File: src/pcmc_pkg.sv
package pcmc_pkg;
  localparam int CORE_PERIOD_NS = 50;
  localparam int RX_HALF_CYCLES = 2;
  localparam int CM_SETTLE_NS = 1000;
  localparam int CM_SETTLE_CYCLES = (CM_SETTLE_NS + CORE_PERIOD_NS - 1) / CORE_PERIOD_NS;
  localparam int DETECT_NS = 2000;
  localparam int DETECT_CYCLES = (DETECT_NS + CORE_PERIOD_NS - 1) / CORE_PERIOD_NS;
  localparam int MOVE_NS = 200;
  localparam int MOVE_CYCLES = (MOVE_NS + CORE_PERIOD_NS - 1) / CORE_PERIOD_NS;
  localparam logic [1:0] PS_FULL = 2'h0;
  localparam logic [1:0] PS_TX_STANDBY = 2'h1;
  localparam logic [1:0] PS_LINK_IDLE = 2'h2;
  localparam logic [1:0] PS_UNSUPPORTED = 2'h3;
  localparam logic [2:0] RXST_NONE = 3'h0;
  localparam logic [2:0] RXST_PRESENT = 3'h3;
  localparam logic [15:0] SCR_SEED = 16'hFFFF;
  localparam logic [15:0] SCR_TAPS = 16'h0039;
  localparam logic [7:0] REG_CTRL_OFS = 8'h00;
  localparam logic [7:0] REG_STATUS_OFS = 8'h04;
  localparam int CTRL_SCR_EN_BIT = 0;
  localparam logic [31:0] CTRL_RESET = 32'h00000001;
  localparam logic [1:0] RESP_OKAY = 2'h0;
  localparam logic [1:0] RESP_DECERR = 2'h3;
  typedef struct packed {
    logic detect_present;
    logic rx_saving;
    logic rx_clk_stopped;
    logic ref_125;
    logic busy;
    logic [1:0] power_state;
  } pcmc_status_type;
endpackage : pcmc_pkg

File: src/pcmc_top.sv
// Contract
// - Wide mode: 16-bit words, rising edge only
// - Narrow mode: 8-bit bytes on both edges
// - Rx data on own clock, tx on MAC's
// - Device scrambles tx, descrambles rx data
// - Two-bit select picks three power states
// - Each transition ends with one-cycle done pulse
// - Parallel clock runs in all three states, but deep sleep stops it in link idle
// - Serial traffic only in full power
// - Line idle puts receiver into power saving in full power and tx standby
// - Link idle needs both channels idle; the sequencer enters it without checking tx or rx line idle
// - Link idle done waits for settled clock
// - Clock select sampled at reset release
// - Done drops after clock ran and state reached
// - Detect request in link idle starts detection
// - Detection done: pulse plus 000 or 011
`timescale 1ns/1ps
`default_nettype none
module pcmc_top
  import pcmc_pkg::*;
#(
  parameter int RX_HALF = RX_HALF_CYCLES
) (
  input wire logic I_CORE_CLK,
  input wire logic I_RST_N,
  input wire logic [7:0] I_AWADDR,
  input wire logic I_AWVALID,
  output logic O_AWREADY,
  input wire logic [31:0] I_WDATA,
  input wire logic [3:0] I_WSTRB,
  input wire logic I_WVALID,
  output logic O_WREADY,
  output logic [1:0] O_BRESP,
  output logic O_BVALID,
  input wire logic I_BREADY,
  input wire logic [7:0] I_ARADDR,
  input wire logic I_ARVALID,
  output logic O_ARREADY,
  output logic [31:0] O_RDATA,
  output logic [1:0] O_RRESP,
  output logic O_RVALID,
  input wire logic I_RREADY,
  input wire logic [1:0] I_POWER_STATE_SELECT,
  input wire logic I_DETECT_OR_LOOPBACK,
  input wire logic I_DEEP_SLEEP_REQUEST,
  input wire logic I_TX_ELECTRICAL_IDLE,
  input wire logic I_CLK_SEL,
  input wire logic I_NARROW_MODE,
  input wire logic I_TX_INPUT_CLOCK,
  input wire logic [15:0] I_TX_DATA_BUS,
  input wire logic [15:0] I_RX_LINE_WORD,
  input wire logic I_RX_LINE_IDLE,
  input wire logic I_FAR_RECEIVER_SENSE,
  output logic O_RX_OUTPUT_CLOCK,
  output logic [15:0] O_RX_DATA_BUS,
  output logic [2:0] O_RX_STATUS,
  output logic O_PHY_DONE,
  output logic [15:0] O_TX_LINE_WORD,
  output logic O_TX_LINE_VALID,
  output logic O_RX_SAVING,
  output logic O_REF_SEL_125
);
  // Divider counter is only eight bits wide
  if (RX_HALF < 1 || RX_HALF > 255) begin : g_bad_rx_half
    $error("RX_HALF out of range");
  end

  ////////////////////////////////////////////////////////////////////////
  // Pin synchronisers: three stages, a change counts when 2 and 3 agree
  localparam int SW = 23;
  logic [SW-1:0] pin_raw, s1_q, s2_q, s3_q, filt_q, filt_d;
  assign pin_raw = {I_TX_DATA_BUS, I_NARROW_MODE, I_CLK_SEL, I_TX_INPUT_CLOCK,
                    I_TX_ELECTRICAL_IDLE, I_DEEP_SLEEP_REQUEST, I_DETECT_OR_LOOPBACK,
                    I_POWER_STATE_SELECT[1]};
  logic ps0_s1_q, ps0_s2_q, ps0_s3_q, ps0_f_q;
  assign filt_d = (s2_q & s3_q) | (filt_q & (s2_q ^ s3_q));
  always_ff @(posedge I_CORE_CLK or negedge I_RST_N) begin
    if (!I_RST_N) begin
      s1_q <= '0;
      s2_q <= '0;
      s3_q <= '0;
      filt_q <= '0;
      {ps0_s1_q, ps0_s2_q, ps0_s3_q, ps0_f_q} <= 4'h0;
    end else begin
      s1_q <= pin_raw;
      s2_q <= s1_q;
      s3_q <= s2_q;
      filt_q <= filt_d;
      {ps0_s1_q, ps0_s2_q, ps0_s3_q} <= {I_POWER_STATE_SELECT[0], ps0_s1_q, ps0_s2_q};
      ps0_f_q <= (ps0_s2_q == ps0_s3_q) ? ps0_s2_q : ps0_f_q;
    end
  end
  wire [1:0] req_ps = {filt_q[0], ps0_f_q};
  wire det_req = filt_q[1];
  wire sleep_req = filt_q[2];
  wire tx_idle = filt_q[3];
  wire tx_clk_lvl = filt_q[4];
  wire narrow = filt_q[6];
  wire [15:0] tx_word_in = s3_q[22:7];
  wire tx_rise = filt_d[4] & ~tx_clk_lvl;
  wire tx_fall = ~filt_d[4] & tx_clk_lvl;

  ////////////////////////////////////////////////////////////////////////
  // Register file over AXI4-Lite
  logic [31:0] ctrl_q;
  logic aw_got_q, w_got_q, awready_q, wready_q, bvalid_q, arready_q, rvalid_q;
  logic [7:0] awaddr_q;
  logic [31:0] wdata_q, rdata_q;
  logic [3:0] wstrb_q;
  logic [1:0] bresp_q, rresp_q;
  pcmc_status_type status;
  wire aw_take = I_AWVALID & awready_q;
  wire w_take = I_WVALID & wready_q;
  wire aw_have = aw_got_q | aw_take;
  wire w_have = w_got_q | w_take;
  wire wr_go = aw_have & w_have & ~bvalid_q;
  wire [7:0] wr_addr = aw_take ? I_AWADDR : awaddr_q;
  wire [31:0] wr_data = w_take ? I_WDATA : wdata_q;
  wire [3:0] wr_strb = w_take ? I_WSTRB : wstrb_q;
  wire wr_ctrl = wr_go & (wr_addr == REG_CTRL_OFS);
  wire wr_hit = wr_ctrl | (wr_addr == REG_STATUS_OFS);
  wire bvalid_d = wr_go | (bvalid_q & ~I_BREADY);
  wire aw_got_d = aw_have & ~wr_go;
  wire w_got_d = w_have & ~wr_go;
  wire ar_take = I_ARVALID & arready_q;
  wire rvalid_d = ar_take | (rvalid_q & ~I_RREADY);
  wire rd_ctrl = I_ARADDR == REG_CTRL_OFS;
  wire rd_stat = I_ARADDR == REG_STATUS_OFS;
  wire [31:0] rd_mux = rd_ctrl ? ctrl_q : rd_stat ? {25'h0, status} : 32'h0;
  wire [31:0] ctrl_d = {ctrl_q[31:8], wr_strb[0] ? wr_data[7:0] : ctrl_q[7:0]} & CTRL_RESET;
  always_ff @(posedge I_CORE_CLK or negedge I_RST_N) begin
    if (!I_RST_N) begin
      {aw_got_q, w_got_q, bvalid_q, rvalid_q} <= 4'h0;
      {awready_q, wready_q, arready_q} <= 3'h7;
      {awaddr_q, wdata_q, wstrb_q, rdata_q} <= '0;
      {bresp_q, rresp_q} <= 4'h0;
      ctrl_q <= CTRL_RESET;
    end else begin
      aw_got_q <= aw_got_d;
      w_got_q <= w_got_d;
      bvalid_q <= bvalid_d;
      awready_q <= ~aw_got_d & ~bvalid_d;
      wready_q <= ~w_got_d & ~bvalid_d;
      if (aw_take) awaddr_q <= I_AWADDR;
      if (w_take) wdata_q <= I_WDATA;
      if (w_take) wstrb_q <= I_WSTRB;
      if (wr_go) bresp_q <= wr_hit ? RESP_OKAY : RESP_DECERR;
      if (wr_ctrl) ctrl_q <= ctrl_d;
      rvalid_q <= rvalid_d;
      arready_q <= ~rvalid_d;
      if (ar_take) rdata_q <= rd_mux;
      if (ar_take) rresp_q <= (rd_ctrl | rd_stat) ? RESP_OKAY : RESP_DECERR;
    end
  end
  wire scr_en = ctrl_q[CTRL_SCR_EN_BIT];

  ////////////////////////////////////////////////////////////////////////
  // Receive clock: divided from the core clock, gated only by deep sleep
  typedef enum logic [1:0] {ST_BOOT, ST_RUN, ST_MOVE, ST_DETECT} pcmc_state_type;
  pcmc_state_type st_q, st_d;
  logic [1:0] cur_ps_q, tgt_ps_q;
  logic [7:0] div_q;
  logic rx_clk_q, ref_sel_q, caught_q;
  wire rx_stop = sleep_req & (cur_ps_q == PS_LINK_IDLE) & (st_q == ST_RUN);
  wire div_end = div_q == 8'(RX_HALF - 1);
  wire rx_tog = div_end & ~rx_stop;
  wire rx_rise = rx_tog & ~rx_clk_q;
  wire rx_fall = rx_tog & rx_clk_q;
  always_ff @(posedge I_CORE_CLK or negedge I_RST_N) begin
    if (!I_RST_N) begin
      div_q <= 8'h0;
      rx_clk_q <= 1'b0;
    end else begin
      div_q <= div_end ? 8'h0 : div_q + 8'h1;
      if (rx_tog) rx_clk_q <= ~rx_clk_q;
    end
  end
  // Strap caught on the first edge after release, never inside the reset
  always_ff @(posedge I_CORE_CLK or negedge I_RST_N) begin
    if (!I_RST_N) begin
      caught_q <= 1'b0;
      ref_sel_q <= 1'b0;
    end else if (!caught_q) begin
      caught_q <= 1'b1;
      ref_sel_q <= I_CLK_SEL;
    end
  end

  ////////////////////////////////////////////////////////////////////////
  // Power state and detection sequencer
  logic [15:0] cnt_q, cnt_d;
  logic [1:0] boot_rx_q;
  logic done_q, done_d, det_seen_q, present_q;
  logic [2:0] rxst_q, rxst_d;
  logic [1:0] cur_d, tgt_d;
  wire ps_legal = req_ps != PS_UNSUPPORTED;
  // Requests are taken only after the previous done pulse is over
  wire idle_ok = (st_q == ST_RUN) & ~done_q & ~sleep_req;
  wire det_go = idle_ok & det_req & ~det_seen_q & (cur_ps_q == PS_LINK_IDLE);
  wire move_go = idle_ok & ~det_req & ps_legal & (req_ps != cur_ps_q);
  always_comb begin
    st_d = st_q;
    cnt_d = (cnt_q != 16'h0) ? cnt_q - 16'h1 : cnt_q;
    done_d = (rx_rise & st_q != ST_BOOT) ? 1'b0 : done_q;
    rxst_d = (rx_rise & st_q != ST_BOOT) ? RXST_NONE : rxst_q;
    cur_d = cur_ps_q;
    tgt_d = tgt_ps_q;
    case (st_q)
      ST_BOOT: begin
        done_d = 1'b1;
        if (rx_rise && boot_rx_q == 2'h2) begin
          done_d = 1'b0;
          cur_d = ps_legal ? req_ps : PS_LINK_IDLE;
          st_d = ST_RUN;
        end
      end
      ST_RUN: begin
        if (det_go) begin
          st_d = ST_DETECT;
          cnt_d = 16'(DETECT_CYCLES);
        end else if (move_go) begin
          st_d = ST_MOVE;
          tgt_d = req_ps;
          cnt_d = (req_ps == PS_LINK_IDLE) ? 16'(CM_SETTLE_CYCLES) : 16'(MOVE_CYCLES);
        end
      end
      ST_MOVE: begin
        if (cnt_q == 16'h0 && rx_rise) begin
          done_d = 1'b1;
          cur_d = tgt_ps_q;
          st_d = ST_RUN;
        end
      end
      default: begin
        if (cnt_q == 16'h0 && rx_rise) begin
          done_d = 1'b1;
          rxst_d = present_q ? RXST_PRESENT : RXST_NONE;
          st_d = ST_RUN;
        end
      end
    endcase
  end
  always_ff @(posedge I_CORE_CLK or negedge I_RST_N) begin
    if (!I_RST_N) begin
      st_q <= ST_BOOT;
      cnt_q <= 16'h0;
      done_q <= 1'b1;
      rxst_q <= RXST_NONE;
      cur_ps_q <= PS_LINK_IDLE;
      tgt_ps_q <= PS_LINK_IDLE;
      boot_rx_q <= 2'h0;
      det_seen_q <= 1'b0;
      present_q <= 1'b0;
    end else begin
      st_q <= st_d;
      cnt_q <= cnt_d;
      done_q <= done_d;
      rxst_q <= rxst_d;
      cur_ps_q <= cur_d;
      tgt_ps_q <= tgt_d;
      if (rx_rise && boot_rx_q != 2'h2) boot_rx_q <= boot_rx_q + 2'h1;
      det_seen_q <= det_go | (det_seen_q & det_req);
      if (st_q == ST_DETECT) present_q <= I_FAR_RECEIVER_SENSE;
    end
  end

  ////////////////////////////////////////////////////////////////////////
  // Data paths: scrambler per byte, tx on MAC clock edges, rx on own clock
  function automatic logic [23:0] scr_byte(input logic [15:0] s, input logic [7:0] d);
    logic [15:0] l;
    logic [7:0] o;
    l = s;
    o = 8'h0;
    for (int i = 0; i < 8; i++) begin
      o[i] = d[i] ^ l[15];
      l = {l[14:0], 1'b0} ^ (l[15] ? SCR_TAPS : 16'h0);
    end
    return {l, o};
  endfunction : scr_byte
  logic [15:0] tx_lfsr_q, rx_lfsr_q, tx_word_q, rx_word_q, rx_bus_q;
  logic [7:0] tx_low_q;
  logic tx_valid_q, saving_q;
  wire tx_live = (cur_ps_q == PS_FULL) & (st_q == ST_RUN) & ~tx_idle;
  wire rx_live = (cur_ps_q == PS_FULL) & (st_q == ST_RUN) & ~I_RX_LINE_IDLE;
  wire tx_word_ev = narrow ? tx_fall : tx_rise;
  wire [15:0] tx_word = narrow ? {tx_word_in[7:0], tx_low_q} : tx_word_in;
  wire [23:0] tx_s0 = scr_byte(tx_lfsr_q, tx_word[7:0]);
  wire [23:0] tx_s1 = scr_byte(tx_s0[23:8], tx_word[15:8]);
  wire [23:0] rx_s0 = scr_byte(rx_lfsr_q, I_RX_LINE_WORD[7:0]);
  wire [23:0] rx_s1 = scr_byte(rx_s0[23:8], I_RX_LINE_WORD[15:8]);
  wire [15:0] tx_enc = scr_en ? {tx_s1[7:0], tx_s0[7:0]} : tx_word;
  wire [15:0] rx_dec = scr_en ? {rx_s1[7:0], rx_s0[7:0]} : I_RX_LINE_WORD;
  wire save_d = I_RX_LINE_IDLE & (cur_ps_q == PS_FULL | cur_ps_q == PS_TX_STANDBY);
  always_ff @(posedge I_CORE_CLK or negedge I_RST_N) begin
    if (!I_RST_N) begin
      {tx_lfsr_q, rx_lfsr_q} <= {SCR_SEED, SCR_SEED};
      {tx_word_q, rx_word_q, rx_bus_q, tx_low_q} <= '0;
      tx_valid_q <= 1'b0;
      saving_q <= 1'b0;
    end else begin
      if (tx_rise) tx_low_q <= tx_word_in[7:0];
      tx_valid_q <= tx_word_ev & tx_live;
      if (tx_word_ev && tx_live) tx_word_q <= tx_enc;
      if (tx_word_ev && tx_live) tx_lfsr_q <= tx_s1[23:8];
      if (rx_rise && rx_live) rx_word_q <= rx_dec;
      if (rx_rise && rx_live) rx_lfsr_q <= rx_s1[23:8];
      if (rx_rise) rx_bus_q <= narrow ? {8'h0, rx_word_q[7:0]} : rx_word_q;
      else if (rx_fall && narrow) rx_bus_q <= {8'h0, rx_word_q[15:8]};
      saving_q <= save_d;
    end
  end

  assign status = '{detect_present: present_q, rx_saving: saving_q, rx_clk_stopped: rx_stop,
                    ref_125: ref_sel_q, busy: st_q != ST_RUN, power_state: cur_ps_q};
  assign {O_AWREADY, O_WREADY, O_BVALID, O_BRESP} = {awready_q, wready_q, bvalid_q, bresp_q};
  assign {O_ARREADY, O_RVALID, O_RDATA, O_RRESP} = {arready_q, rvalid_q, rdata_q, rresp_q};
  assign {O_RX_OUTPUT_CLOCK, O_RX_DATA_BUS, O_RX_STATUS, O_PHY_DONE} =
         {rx_clk_q, rx_bus_q, rxst_q, done_q};
  assign {O_TX_LINE_WORD, O_TX_LINE_VALID, O_RX_SAVING, O_REF_SEL_125} =
         {tx_word_q, tx_valid_q, saving_q, ref_sel_q};

  localparam int TOG_MAX = RX_HALF;
  localparam int SETTLE_MIN = CM_SETTLE_CYCLES;
  logic [15:0] hi_len_q, move_len_q;
  always_ff @(posedge I_CORE_CLK or negedge I_RST_N) begin
    if (!I_RST_N) begin
      hi_len_q <= 16'h0;
      move_len_q <= 16'h0;
    end else begin
      hi_len_q <= done_q ? hi_len_q + 16'h1 : 16'h0;
      move_len_q <= (st_q == ST_MOVE) ? move_len_q + 16'h1 : 16'h0;
    end
  end
endmodule : pcmc_top
`default_nettype wire

File: config.mk
export PLATFORM = sky130hd
export DESIGN_NAME = pcmc_top
export DESIGN_NICKNAME = d
export VERILOG_FILES = /design/src/pcmc_pkg.sv /design/src/pcmc_top.sv
export SDC_FILE = /design/constraint.sdc
export NUM_CORES = 1
export LEC_CHECK = 0
export ABC_AREA = 1
export BUFFER_PORTS_ARGS = -buffer_cell sky130_fd_sc_hd__buf_2
export CORE_ASPECT_RATIO = 0.75
export CORE_MARGIN = 2
export CORE_UTILIZATION = 45
export CTS_CLUSTER_SIZE = 14
export DETAILED_ROUTE_END_ITERATION = 8
export GPL_TIMING_DRIVEN = 0
export PLACE_DENSITY_LB_ADDON = 0.2
export SLEW_MARGIN = 5
export SYNTH_ARGS = -nofsm -noshare
export SYNTH_HDL_FRONTEND = slang
export SYNTH_SLANG_ARGS = --single-unit
File: constraint.sdc
create_clock -name I_CORE_CLK -period 2.2 [get_ports I_CORE_CLK]
set_input_delay 0.22 -clock I_CORE_CLK [delete_from_list [all_inputs] [get_ports I_CORE_CLK]]
set_output_delay 0.22 -clock I_CORE_CLK [all_outputs]
set_load 0.02 [all_outputs]
; Yosys cells after proc, flatten, opt, wreduce, memory -nomap -nowiden
; Index checks and enable logic that the tools add are counted.
[totals]
elab_cells = 283
in_bits = 101
reg_bits = 281
output_inout_bits = 81
[op_classes]
mux = 69
eq_ne = 18
n_reduce_logical = 21
add_sub_neg = 3
bitwise = 129
[op_table]
columns = op, count
row1 = 16-bit by 6-bit XOR with 16-bit output, 32
row2 = 6-bit two-way mux, 32
row3 = 16-bit two-way mux, 10
row4 = 23-bit AND, 2
row5 = 1-bit AND, 34
row6 = 1-bit XOR, 32
row7 = 23-bit OR, 1
row8 = 23-bit XOR, 1
row9 = 2-bit two-way mux, 10
row10 = 1-bit NOT, 19
row11 = 8-bit by 3-bit == test with 1-bit output (second input constant), 2
row12 = 16-bit zero test, 1
row13 = 8-bit zero test, 2
row14 = 8-bit two-way mux, 2
row15 = 16-bit nonzero test, 1
row16 = 16-bit by 1-bit subtractor with 16-bit output (second input constant), 1
row17 = 7-bit two-way mux, 2
row18 = 2-bit == test (second input constant), 5
row19 = 3-bit two-way mux, 3
row20 = 3-bit AND reduction, 3
row21 = 8-bit by 1-bit adder with 8-bit output (second input constant), 1
row22 = 8-bit by 1-bit == test with 1-bit output (second input constant), 1
row23 = 2-bit inequality test (second input constant), 4
row24 = 1-bit OR, 8
row25 = other kinds (16), 31

; Logic depth before layout (Yosys ltp)
[depth]
depth_word = 32
mapped_depth = 14

; Least setup slack after synthesis
; Ideal clock, no wire load.
[synth_path]
path_type = flip-flop to flip-flop
start = reg div_q[1]
end = reg rx_word_q[10]
arrival_time_ns = 1.555
stages_incl_launch_ff = 12
setup_ns = 0.130
n_path_buf = 2
setup_slack_ns = 0.514
cell_sequence = dfrtp_1 > inv_1 > ha_1 > nand4_1 > nor2_4 > nand3_1 > nor2_2 > inv_2 > buf_6 > buf_2 > nand2_1 > o21ai_1
[synth_between]
elab_chain_len = 4
[synth_lines]
columns = item, line
row1 = "start, declared", pcmc_top.sv:162  ; logic [7:0] div_q;
row2 = "start signal, assigned", pcmc_top.sv:174  ; div_q <= div_end ? 8'h0 : div_q + 8'h1;
row3 = 8-bit by 1-bit == test with 1-bit output, pcmc_top.sv:165  ; wire div_end = div_q == 8'(RX_HALF - 1);
row4 = 1-bit AND, pcmc_top.sv:166  ; wire rx_tog = div_end & ~rx_stop;
row5 = 1-bit AND, pcmc_top.sv:167  ; wire rx_rise = rx_tog & ~rx_clk_q;
row6 = 1-bit logical AND, pcmc_top.sv:305  ; if (rx_rise && rx_live) rx_word_q <= rx_dec;
row7 = "end signal, assigned", pcmc_top.sv:305
row8 = "end, declared", pcmc_top.sv:280  ; logic [15:0] tx_lfsr_q, rx_lfsr_q, tx_word_q, rx_word_q, rx_bus_q;
; No other way between the ends.
; A chain may end at the register's enable or synchronous reset.

; Worst setup path in the final report
[layout_path]
start = reg cur_ps_q[1]
end = reg rx_word_q[10]
[layout_between]
elab_chain_len = 7
word_cells_on_any_way = 10
classes_between = eq/ne (1) / bitwise (7) / reduce/logical (2)
[layout_lines]
columns = item, line
row1 = "start, declared", pcmc_top.sv:161  ; logic [1:0] cur_ps_q, tgt_ps_q;
row2 = "start signal, assigned", pcmc_top.sv:259  ; cur_ps_q <= cur_d;
row3 = 2-bit == test, pcmc_top.sv:164  ; wire rx_stop = sleep_req & (cur_ps_q == PS_LINK_IDLE) & (st_q == ST_RUN);
row4 = 1-bit AND (2 in series), pcmc_top.sv:164
row5 = 1-bit NOT, pcmc_top.sv:166
row6 = 1-bit AND, pcmc_top.sv:166
row7 = 1-bit AND, pcmc_top.sv:167
row8 = 1-bit logical AND *, pcmc_top.sv:305
; Every way passes the cells marked *; elsewhere a longest branch is shown, timed or not.

==> results list <==
- HPWL Detailed: 16,700 um
- Cell total after placement: 1,617
* Worst Hold Class: input pin to flip-flop
- In this run the remaining antenna-violating nets after routing total 0.
- Across every metal layer, demand over resource in global routing totals 0.194.
- The worst setup path is launched from a flip-flop.
- TritonCTS clock tree: done
- Adding up every negative setup slack in the final design gives 0 ns.
* Vias in the first global route: 7,647
* Source-to-sink clock delay at the later pin of the worst-skew pair: 0.52 ns
- Post-Synthesis Cells: 1,169
- In this run the critical register-to-register path is launched from cur_ps_q[1].
- A synthesized cell averages 8.99 um^2.
- The worst hold path begins at I_RX_LINE_WORD[4].
- Setup violations remaining at the end of the flow were counted as 0.
- For hold timing, the worst endpoint is rx_word_q[4].
- Derived from the worst setup path, the maximum achievable clock frequency is 496 MHz.
- Total vias in the final route: 8,034
- Before antenna repair, the detailed router went through 5 iterations.
- Slew HR: 0.590
- In this run the static leakage power is 6.54 nW.
* Final Core Density: 0.562
- Drt total wl: 23,300 um
- The floorplan has 48 rows.
- Across all setup checks in the final design, the least slack found is 0.183 ns.
* Placeable Area: 23,000 um^2
* Number of flip-flops and latches in the synthesized netlist: 234
* Ant. Diodes: 0
- The flow ran to the end, and the final reports show no timing, DRC or antenna violations.
- Post-placement setup slack: 0.0994 ns
- Commonest cells after routing, fill and taps aside: sky130_fd_sc_hd__nand2_1, sky130_fd_sc_hd__dfrtp_1, sky130_fd_sc_hd__buf_2, sky130_fd_sc_hd__inv_1, sky130_fd_sc_hd__nor2_1
- Length in cells of the worst reg-to-reg path: 8
* Synthesized area: 10,500 um^2
- Clock slew at the register clock pins of the worst setup and hold paths: 0.06 ns
- The area growth from synthesis to layout is 23.0%.
- The total overflow left after global routing is 0.
- Setup repair after global routing left no endpoint under its margin.
- Share of synthesized registers carrying an async set or reset: 1.00
* Number of inserted filler cells in the final layout: 2,057
- The tree is rooted in a sky130_fd_sc_hd__clkbuf_16.
* Number of antenna violations at the first check in global routing: 0
* Post-synth EDFFs: 0
- Dividing the detail-routed wire length by the instance count gives 13.6 um.
- Endpoint type of the worst setup path: flip-flop
- After detailed placement, the total cell area comes to 11,700 um^2.
- Yosys warnings: 0
- Required arrival time at the worst endpoint: 2.58 ns
- Count of buffers from port buffering: 122
* Design Power: 15.6 mW
* Worst setup path category: flip-flop to flip-flop
* Buffers from clock root to sink, at most: 3
* Largest fanout on the critical path: 10
- In this run the vertical extent of the chip is 136 um.
- The endpoint identified for the worst register-to-register timing path is rx_word_q[10].
- Cell area after layout: 12,900 um^2
* Die Wd: 180 um
- Sinks on Clock Net: 234
- IO Count: 182
- Max IR drop VDD: 0.682 mV
- Data arrives at the worst endpoint at 2.40 ns.
* Ratio of final minimum period to clock period: 0.917
- Number of H-tree levels: 1
- Max-cap violations: 0
* Pin count of the biggest net entering global routing: 118
- Num CTS Buffers: 24
- Most common cell after layout, fill and taps aside: sky130_fd_sc_hd__nand2_1
- In the routed design, unresolved DRC markers number 0.
- Post-Route Hold Slack: 0.00557 ns
* Number of vias per cell: 4.71
- Number of distinct library cell variants in the gate-level netlist after synthesis: 39
- The worst hold path was traced through 3 stages.
* Share of final-layout standard cells stronger than drive strength 1: 0.193
* Final Net Count: 1,500
- Violation count after the first detailed-routing iteration: 667
- Reg-to-reg slack, setup: 0.18 ns
- Total power divided by cell area: 1210 nW/um^2
- The routed design could run at a clock period as short as 2.02 ns.
* Final slew viol count: 0
- For the pin with the worst max-slew slack, the measured transition is 0.616 ns.
- Dominant register cell in the synthesized netlist: sky130_fd_sc_hd__dfrtp_1
- The clock arrives with 0.0133 ns of skew.
* Starting density of the core: 0.457
- The congestion estimate from routability-driven global placement came to 0.880.
* Die ar.: 24,600 um^2
* Hold violation count in the final report: 0
- Post-layout instance count excluding filler cells: 1,707
* Post-synthesis sequential area ratio: 0.562
- Global-route wire length before repair: 38,500 um
==> registers in the layout, indices dropped and copies added, names as in the netlist, 3 cells and up <==
register / count
s1_q: 22
awaddr_q: 8
O_RX_STATUS: 3
rx_lfsr_q: 16
rx_word_q: 16
O_RX_DATA_BUS: 16
cnt_q: 16
filt_q: 6
s3_q: 22
s2_q: 22
O_TX_LINE_WORD: 16
tx_lfsr_q: 16
O_RDATA: 7
tx_low_q: 8
div_q: 8
==> worst max-delay path: stages, from the launching register on <==
cell,delay (ns)
sky130_fd_sc_hd__dfstp_2,0.56
sky130_fd_sc_hd__inv_1,0.09
sky130_fd_sc_hd__nor2_1,0.13
sky130_fd_sc_hd__nand3_1,0.20
sky130_fd_sc_hd__nand3_1,0.22
sky130_fd_sc_hd__nor2_2,0.08
sky130_fd_sc_hd__inv_2,0.07
sky130_fd_sc_hd__clkbuf_1,0.40
sky130_fd_sc_hd__o21ai_1,0.11
==> timing repair <==
| action | CTS | global route |
|---|---|---|
| hold buffers | 46 | 0 |
| buffers inserted | 0 | 0 |
| hold endpoints to repair | 245 | 0 |
| setup endpoints to repair | 0 | 5 |
| resized for setup | 0 | 5 |
==> worst max-delay path by stage <==
stage                           start       endpoint  slack, ns  depth (start not counted)
after CTS                   ctrl_q[0]  rx_word_q[10]       0.07                          5
after global placement        I_RST_N       O_RVALID      -3.22                          1
after floorplan              div_q[1]  rx_word_q[10]       0.51                         11
final                     cur_ps_q[1]  rx_word_q[10]       0.18                          8
after global routing      cur_ps_q[1]   rx_lfsr_q[7]      0.003                          9
after detailed placement    ctrl_q[0]  rx_word_q[10]        0.1                          5
==> logic make-up after synthesis <==
group                    share of synthesized area
AO/OA/AOI/OAI                               0.0683
AND/OR/NAND/NOR                              0.198
flip-flops                                   0.562
adder cells (fa/ha/maj)                     0.0129
other                                     0.000714
buffers and inverters                       0.0786
XOR/XNOR                                    0.0800
==> layout make-up <==
cell class	instances	area (um^2)	share of cell area
clock inverter	10	93.8	0.00726
multi-input combinational	777	3870	0.299
clock buffer	34	718	0.0555
tap	300	375	0.0290
inverter	115	435	0.0337
timing repair buffer	170	1140	0.0878
sequential	234	5900	0.457
buffer	67	397	0.0307
==> power breakdown <==
group | total, mW | internal [mW] | switching, mW | leakage [nW]
logic | 5.41 | 2.03 | 3.38 | 3.32
clock network | 4.09 | 2.40 | 1.69 | 0.397
registers | 6.11 | 5.43 | 0.683 | 2.82
==> layer usage <==
metal	global-route usage	vias up	routed length, um
li1	-	4030	-
met1	0.302	3768	11800
met2	0.285	204	9750
met3	0.0308	32	1340
met4	0.0385	0	388
met5	0	-	0
==> synthesized netlist by cell type (2+ instances only) <==
cell                         n  area (um^2)
sky130_fd_sc_hd__nor3_1     10         50.1
sky130_fd_sc_hd__nor4_1      4         25.0
sky130_fd_sc_hd__buf_6       3         33.8
sky130_fd_sc_hd__o21ai_0    79          395
sky130_fd_sc_hd__nor2_4      3         33.8
sky130_fd_sc_hd__nand3b_1    3         22.5
sky130_fd_sc_hd__nand4_1     7         43.8
sky130_fd_sc_hd__nand2_1   332         1250
sky130_fd_sc_hd__nor2_2      3         18.8
sky130_fd_sc_hd__buf_4      27          203
sky130_fd_sc_hd__a21oi_1    11         55.1
sky130_fd_sc_hd__or2_2       6         37.5
sky130_fd_sc_hd__dfstp_2    39         1020
sky130_fd_sc_hd__dfrtp_1   195         4880
sky130_fd_sc_hd__inv_1     113          424
sky130_fd_sc_hd__xnor2_1    33          289
sky130_fd_sc_hd__clkbuf_1   22         82.6
sky130_fd_sc_hd__ha_1       10          125
sky130_fd_sc_hd__nand3_1    42          210
sky130_fd_sc_hd__nand2_2     3         18.8
sky130_fd_sc_hd__clkbuf_2    2         10.0
sky130_fd_sc_hd__nor3b_1     2         15.0
sky130_fd_sc_hd__o21ai_1    23          115
sky130_fd_sc_hd__buf_2      13         65.1
sky130_fd_sc_hd__conb_1      2         7.51
sky130_fd_sc_hd__inv_2       2         7.51
sky130_fd_sc_hd__xor2_1     63          552
sky130_fd_sc_hd__o31ai_1     2         15.0
sky130_fd_sc_hd__a21o_1      5         37.5
sky130_fd_sc_hd__nor2_1     94          353
sky130_fd_sc_hd__a31oi_1     8         50.1
Power figures use the tool's default switching activity.
